### config.mk
export PLATFORM = sky130hd
export DESIGN_NAME = spi_init
export DESIGN_NICKNAME = d
export VERILOG_FILES = /design/src/common/spi_pkg.sv /design/src/rtl/spi_init.sv
export SDC_FILE = /design/constraint.sdc
export NUM_CORES = 1
export LEC_CHECK = 0
export ABC_AREA = 1
export BUFFER_PORTS_ARGS = -buffer_cell sky130_fd_sc_hd__buf_2
export CORE_AREA = 2 2 114 116
export CTS_CLUSTER_SIZE = 24
export DETAILED_ROUTE_END_ITERATION = 6
export DIE_AREA = 0 0 116 118
export SETUP_SLACK_MARGIN = 0.1
export SKIP_CTS_REPAIR_TIMING = 1
export SYNTH_ARGS = -nofsm -noshare
export SYNTH_HDL_FRONTEND = slang
export SYNTH_SLANG_ARGS = --single-unit
### constraint.sdc
create_clock -name clock -period 5.1 [get_ports clock]
set_input_delay 0 -clock clock [delete_from_list [all_inputs] [get_ports clock]]
set_output_delay 0 -clock clock [all_outputs]
set_load 0.02 [all_outputs]
### src/common/spi_pkg.sv
// Package for the memory-side power-up and initialization block.
// Assumes a single 25 MHz clock domain; all pin inputs are synchronous.
package spi_pkg;

  // Clock period in nanoseconds.
  localparam int CLK_PERIOD_NS = 40;

  // Longest time for auto-initialization after a Reset, in nanoseconds.
  localparam int MAX_AUTO_INIT_TIME_NS = 10000;
  // Self-calibration duration, chosen inside the documented minimum.
  localparam int INITIAL_CALIBRATION_TIME_NS = 1000;
  // Longest times round down to whole cycles.
  localparam int AUTO_INIT_CYCLES = MAX_AUTO_INIT_TIME_NS / CLK_PERIOD_NS;
  localparam int CALIB_CYCLES = INITIAL_CALIBRATION_TIME_NS / CLK_PERIOD_NS;
  // Own auto-initialization length; must not exceed AUTO_INIT_CYCLES.
  localparam int AUTO_INIT_RUN_CYCLES = AUTO_INIT_CYCLES / 2;

  // Address geometry.
  localparam int ROW_W = 13;
  localparam int COL_W16 = 9;
  localparam int COL_W32 = 8;
  localparam int BANK_W = 2;

  // Mode register addresses.
  localparam logic [7:0] MR_INFO_ADDR = 8'h00;
  localparam logic [7:0] MR_CALIB_ADDR = 8'h0a;
  localparam logic [7:0] MR_RESET_ADDR = 8'h3f;

  // Field positions inside the device information register.
  localparam int AUTO_INIT_BIT = 0;
  localparam int ZQ_RESULT_LSB = 3;
  // Reset values of those fields.
  localparam logic AUTO_INIT_RST = 1'b1;
  localparam logic [1:0] ZQ_RESULT_RST = 2'h0;
  // Self-test result written when calibration ends (no error seen).
  localparam logic [1:0] ZQ_RESULT_OK = 2'h3;

  // Decoded command from the command/address bus.
  typedef enum logic [2:0] {
    SPI_CMD_NOP,
    SPI_CMD_MRW,
    SPI_CMD_MRR,
    SPI_CMD_ACT,
    SPI_CMD_RDWR
  } spi_cmd_type;

  typedef struct packed {
    spi_cmd_type        cmd;
    logic [7:0]         mr_addr;
    logic [BANK_W-1:0]  bank;
    logic [ROW_W-1:0]   row;
    logic [COL_W16-1:0] col;
  } spi_req_type;

  // Internal core access: row, column with bit 0 forced low, bank.
  typedef struct packed {
    logic               valid;
    logic [BANK_W-1:0]  bank;
    logic [ROW_W-1:0]   row;
    logic [COL_W16:0]   col;
  } spi_access_type;

  typedef enum logic [1:0] {
    SPI_BL4,
    SPI_BL8,
    SPI_BL16
  } spi_burst_type;

endpackage

### src/rtl/spi_init.sv
// Memory-side initialization and access-shaping logic.
// Assumes a decoded command stream from the pin interface, one a cycle,
// and a clock enable that freezes everything while low.
// Refresh, power-down and the contents of the writable mode registers are
// left to the core around this block; only the status fields live here.
//
// Behaviour
// - Column bit zero never arrives on the bus and is forced to zero.
// - Unused row and column bits on the bus are ignored.
// - One 4n-bit core word per cycle, four n-bit beats at the pins.
// - Bursts start at the address and run the programmed length.
// - Outputs are high impedance while memory clock enable is low or no burst is running.
// - Before init completes only register reads and power-down allowed.
// - Auto-initialization completes within 10 us of Reset.
// - On completion the memory is idle with all banks precharged.
// - Reads and writes only 1 us after calibration starts; activates once idle.
// - Reset outside power-up restarts initialization from Reset step.
// - Auto-init status reads zero when complete, one while running.
// - Calibration completion updates the pin self-test result field.
`timescale 1ns/1ps

module spi_init (
  input  wire logic                clock,
  input  wire logic                rstn,
  input  wire logic                clk_en,
  input  wire logic                cke,
  input  wire logic                wide_bus,
  input  wire spi_pkg::spi_req_type req,
  input  wire logic [1:0]          burst_len,
  output logic                     auto_init_status,
  output logic [1:0]               zq_pin_selftest_result,
  output logic                     init_done,
  output logic                     ready_normal,
  output logic                     banks_precharged,
  output logic                     out_enable,
  output spi_pkg::spi_access_type  access,
  output logic [3:0]               beat_count
);

  // Sequencer states; calibration returns to idle unless a Reset arrives during it.
  typedef enum logic [1:0] {
    SPI_ST_WAIT_RESET,
    SPI_ST_AUTO_INIT,
    SPI_ST_IDLE,
    SPI_ST_CALIB
  } spi_state_type;

  // Registers and their next values.
  spi_state_type state_q, state_d;
  logic [15:0]   cnt_q, cnt_d;
  logic          status_q, status_d;
  logic [1:0]    zq_q, zq_d;
  logic          ready_q, ready_d;
  logic          prech_q, prech_d;
  logic          oe_q;
  spi_pkg::spi_access_type acc_q, acc_d;
  logic [3:0]    beat_q, beat_d;
  logic          done_q;

  // Command decode: Reset and calibration writes are keyed by address.
  wire logic is_mrw = req.cmd == spi_pkg::SPI_CMD_MRW;
  wire logic reset_cmd = is_mrw && req.mr_addr == spi_pkg::MR_RESET_ADDR;
  wire logic calib_cmd = is_mrw && req.mr_addr == spi_pkg::MR_CALIB_ADDR;
  wire logic rdwr_cmd = req.cmd == spi_pkg::SPI_CMD_RDWR;
  wire logic act_cmd = req.cmd == spi_pkg::SPI_CMD_ACT;
  // Acceptance of core commands. Reads and writes wait for calibration to
  // finish, so a controller that skips it never reaches the array.
  wire logic rdwr_ok =
    rdwr_cmd && state_q == SPI_ST_IDLE && ready_q;
  wire logic act_ok  = act_cmd && state_q == SPI_ST_IDLE;
  wire logic ai_end  = state_q == SPI_ST_AUTO_INIT && cnt_q == 16'h0000;

  // Column mask drops the unused top bit on the wide part.
  wire logic [spi_pkg::COL_W16-1:0] col_mask =
    wide_bus ? 9'h0ff : 9'h1ff;
  wire logic [spi_pkg::COL_W16-1:0] col_used = req.col & col_mask;
  wire logic [3:0] burst_beats =
    (burst_len == 2'(spi_pkg::SPI_BL16)) ? 4'hf :
    (burst_len == 2'(spi_pkg::SPI_BL8))  ? 4'h7 : 4'h3;
  wire logic cal_end = state_q == SPI_ST_CALIB && cnt_q == 16'h0000;

  // The idle flag is taken from the next state so that init_done can leave
  // a flip-flop and still change on the same edge as the state register.
  wire logic idle_d = state_d == SPI_ST_IDLE;

  // Initialization sequence; a Reset from any state restarts it. The run
  // counter is shared by auto-initialization and calibration, which never
  // overlap, so one counter is enough.
  always_comb begin
    state_d  = state_q;
    cnt_d    = cnt_q;
    status_d = status_q;
    zq_d     = zq_q;
    ready_d  = ready_q;
    case (state_q)
      SPI_ST_WAIT_RESET: begin
        if (reset_cmd) begin
          state_d = SPI_ST_AUTO_INIT;
        end
      end
      SPI_ST_AUTO_INIT: begin
        if (cnt_q == 16'h0000) begin
          state_d  = SPI_ST_IDLE;
          status_d = 1'b0;
        end else begin
          cnt_d = cnt_q - 16'h0001;
        end
      end
      SPI_ST_IDLE: begin
        if (calib_cmd) begin
          state_d = SPI_ST_CALIB;
          cnt_d   = 16'(spi_pkg::CALIB_CYCLES - 1);
          ready_d = 1'b0;
        end
      end
      default: begin
        if (cal_end) begin
          state_d = SPI_ST_IDLE;
          zq_d    = spi_pkg::ZQ_RESULT_OK;
          ready_d = 1'b1;
        end else begin
          cnt_d = cnt_q - 16'h0001;
        end
      end
    endcase
    // The Reset wins over every state so reinitialization is immediate.
    if (reset_cmd) begin
      state_d  = SPI_ST_AUTO_INIT;
      cnt_d    = 16'(spi_pkg::AUTO_INIT_RUN_CYCLES - 1);
      status_d = spi_pkg::AUTO_INIT_RST;
      ready_d  = 1'b0;
    end
  end

  // Bank tracking: everything is precharged once initialization ends.
  // A Reset in the same cycle as an activate wins, so no stale open bank
  // survives reinitialization.
  always_comb begin
    prech_d = prech_q;
    if (reset_cmd || ai_end) begin
      prech_d = 1'b1;
    end else if (act_ok) begin
      prech_d = 1'b0;
    end
  end

  // Burst shaping: column bit zero is implied low, beats counted down.
  // A new access reloads the counter, so the controller must space bursts;
  // nothing here queues a second burst behind the first.
  always_comb begin
    acc_d  = '0;
    beat_d = (beat_q != 4'h0) ? beat_q - 4'h1 : 4'h0;
    if (rdwr_ok) begin
      acc_d.valid = 1'b1;
      acc_d.bank  = req.bank;
      acc_d.row   = req.row;
      acc_d.col   = {col_used, 1'b0};
      beat_d      = burst_beats;
    end
  end

  // Control state; frozen while the clock enable is low.
  always_ff @(posedge clock or negedge rstn) begin
    if (!rstn) begin
      state_q  <= SPI_ST_WAIT_RESET;
      cnt_q    <= 16'h0000;
      status_q <= spi_pkg::AUTO_INIT_RST;
      zq_q     <= spi_pkg::ZQ_RESULT_RST;
      ready_q  <= 1'b0;
      prech_q  <= 1'b1;
      done_q   <= 1'b0;
    end else if (clk_en) begin
      state_q  <= state_d;
      cnt_q    <= cnt_d;
      status_q <= status_d;
      zq_q     <= zq_d;
      ready_q  <= ready_d;
      prech_q  <= prech_d;
      done_q   <= idle_d;
    end
  end

  // Data path registers. Outputs float whenever the memory clock
  // enable is low, which covers supply ramp and removal.
  // The enable trails the pin by one cycle, as the pin is seen at the edge.
  always_ff @(posedge clock or negedge rstn) begin
    if (!rstn) begin
      acc_q  <= '0;
      beat_q <= 4'h0;
      oe_q   <= 1'b0;
    end else if (clk_en) begin
      acc_q  <= acc_d;
      beat_q <= beat_d;
      oe_q   <= cke && beat_d != 4'h0;
    end
  end

  // Every output is a straight copy of a register, so no decode glitch
  // reaches the pins.
  assign auto_init_status       = status_q;
  assign zq_pin_selftest_result = zq_q;
  assign init_done              = done_q;
  assign ready_normal           = ready_q;
  assign banks_precharged       = prech_q;
  assign out_enable             = oe_q;
  assign access                 = acc_q;
  assign beat_count             = beat_q;

endmodule

==> impl_results.md <==
- Vias in the first global route: 2986
- Arr. time, crit path: 2.87 ns
- Area delta synth->final: 31.2%
- Pre-CTS setup slack: 2.75 ns
- Die Ht: 118 µm
- Initial antenna violation count: 0
- Setup ws final: 2.41 ns
- CTS Buffer Depth: 2
- Dominant cells by area after synthesis: dfrtp_1 (42%), nand2_1 (19%), nand3_1 (12%), nor2_1 (4.8%), inv_1 (4.4%)
- Post-synthesis area per instance: 7.14 µm²
- Clock Sink Count: 53
- Synthesis warning total: 0
- Crit Path Max Fanout: 26
- Max Cap Viol: 0
- Port Buffer Count: 77
- Placed Area: 0.00356 mm²
- Max-slew headroom: 36.2%
- Initial Util: 24.6%
- Vias per std cell: 4.39
- DP Wirelength: 5600 µm
- Clock Pin Slew Worst Setup and Hold Paths: 0.07 ns
- Initial DRC count: 113
- DRT antenna net count: 0
- Violated checks: hold timing
- Post-Route Skew: 0.00524 ns
- #FFs+latches synth: 53
- H-tree depth: 2
- Max-slew violations: 0
- Final setup fails: 0
- RSZ-0062 raised after global routing: no
- Largest net degree at the start of global routing: 54
- Global-route wire length before repair: 13300 µm
- Critical path class: register to register
- Req. time, crit path: 5.28 ns
- # rows: 41
- Nets: 572
- WHS: -0.00923 ns
- Crit-path most repeated cell: nand2_1
- Final period util: 52.7%
- Hold crit path type: input pin to register
- Status: finished with violations
- TritonCTS clock tree: done
- Post-Synthesis Cells: 427
- Hold Vio Cnt, Final: 1
- Die Span X: 116 µm
- Num ports: 79
- Routed WL per cell: 11.9 µm
- LEAKAGE: 2.22 nW
- Design Area, Final: 0.00400 mm²
- 1st-pass router iterations: 4
- Later-pin clock latency in the skew report: 0.29 ns
- Startpoint types: register
- Setup TNS: 0 ns
- Top-area cell type share of the netlist area: 41.8%
- Core box area: 0.0124 mm²
- Antenna cells: 0
- Peak VDD IR: 0.153 mV
- Root Driver: clkbuf_16
- Critical-path cell list: inv_1, ha_1, nand2_1, nor2_1, nand3_1, clkinv_1, nand2_1, o31ai_1, dlygate4sd3_1
- Gpl congestion: 0.834
- Register area share after synthesis: 43.6%
- Power Dens Cells: 414 mW/mm²
- Gr usage total: 11.8%
- Routed wire length: 8250 µm
- Num CTS Buffers: 5
- Vias: 3056
- Slowest cell delay on critical path: 0.59 ns
- Tmin final: 2.69 ns
- Syn_nets: 476
- Layout cells sized above 1: 19.1%
- Slowest CP cell: clkinv_1
- Synthesized area: 0.00305 mm²
- Worst slew pin tran: 0.956 ns
- Yosys top cell by area: dfrtp_1
- End-of-flow core utilization: 32.2%
- Full die area: 0.0137 mm²
- Remaining global-route overflow: 0
- Residual DRC: 0
- Distinct cells, synth: 33
- Worst Setup End Kind: register
- Fmax: 372 MHz
[final timing paths]
check / depth (start not counted) / slack, ns / from / to
setup / recovery: 9 / 2.41 / state_q[0] / access[9]
hold / removal: 3 / -0.009 / req[34] / banks_precharged
setup reg to reg: 9 / 2.41 / state_q[0] / access[9]
hold reg to reg: 2 / 0.48 / banks_precharged / banks_precharged
max in group asynchronous: 3 / 4.27 / rstn / cnt_q[2]
min in group asynchronous: 3 / 0.38 / rstn / state_q[0]
[per-layer routing]
layer  share of wire, %  routed length, µm  vias up  global-route usage, %
li1                   -                  -     1538                      -
met1                 46               3780     1419                   14.6
met2                 48               3960       97                   19.3
met3                6.0                499        2                   3.35
met4               0.22                 18        0                   4.39
met5                  0                  0        -                      0
[through the flow]
stage | power [mW] | cells
2_1_floorplan | 1.10 | 427
3_3_place_gp | 1.23 | 661
3_5_place_dp | 1.24 | 661
4_1_cts | 1.65 | 669
5_1_grt | 1.80 | 696
6_report | 1.66 | 696
[cells in the mapped netlist (all sizes together)]
library cell,n
conb,1
a22oi,1
nand4,4
nand2,161
o21ai,14
dfrtp,51
clkbuf,8
nor3,4
o31ai,2
o21bai,2
a21boi,1
xor2,1
inv,37
or2,4
clkinv,2
nand3,73
nor2,41
ha,7
dfstp,2
o211ai,1
xnor2,1
nand3b,1
buf,8
[registers in the layout, summed over array words and instances, names as in the netlist]
signal / cells
access: 25
cnt_q: 16
beat_count: 4
state_q: 2
auto_init_status: 1
banks_precharged: 1
init_done: 1
out_enable: 1
ready_normal: 1
zq_pin_selftest_result: 1
[logic make-up (layout without fill, tap and decap cells)]
family                     Yosys count  count (layout)  synth area share, %
DFF                                 53              53                 43.6
buffers and inverters               55             152                 8.04
xor gates and xnor gates             2               2                0.574
and+or+nand+nor                    288             288                 40.8
AOI/OAI and AO/OA                   21              21                 4.02
adders and majority gates            7               7                 2.87
other                                1               1                0.123
[power breakdown]
part	leakage (nW)	total [mW]	internal, mW	switching [mW]
sequential	0.711	0.572	0.495	0.0769
combinational	1.43	0.684	0.243	0.441
clock	0.0848	0.401	0.236	0.166
total	2.22	1.66	0.974	0.684
[area by class of cell]
type                    instances  area, µm²
clock buffers                   5        125
clock inverters                 3       47.5
fillers                      1347       8410
inverters                      39        146
multi-input cells             319       1480
flip-flops and latches         53       1330
well taps                     172        215
repair buffers                105        663
[cells in the final DEF (no fill, tap or decap), types with 4 or more instances in the layout]
cell / netlist / routed
nand2_1: 157 / 157
buf_2: 0 / 77
nand3_1: 72 / 72
dfrtp_1: 51 / 51
nor2_1: 39 / 39
inv_1: 36 / 36
dlygate4sd3_1: 0 / 27
o21ai_0: 14 / 14
ha_1: 7 / 7
clkbuf_16: 0 / 5
nand4_1: 4 / 4
nor3_1: 4 / 4
or2_2: 4 / 4
[worst max-delay path: cells and delay by family (launching register included)]
family | cells | cell delay, ns
buffers and inverters | 3 | 1.25
and+or+nand+nor | 4 | 0.57
DFF | 1 | 0.38
adders and majority gates | 1 | 0.28
AOI/OAI and AO/OA | 1 | 0.08
(Power assumes the default switching activity.)
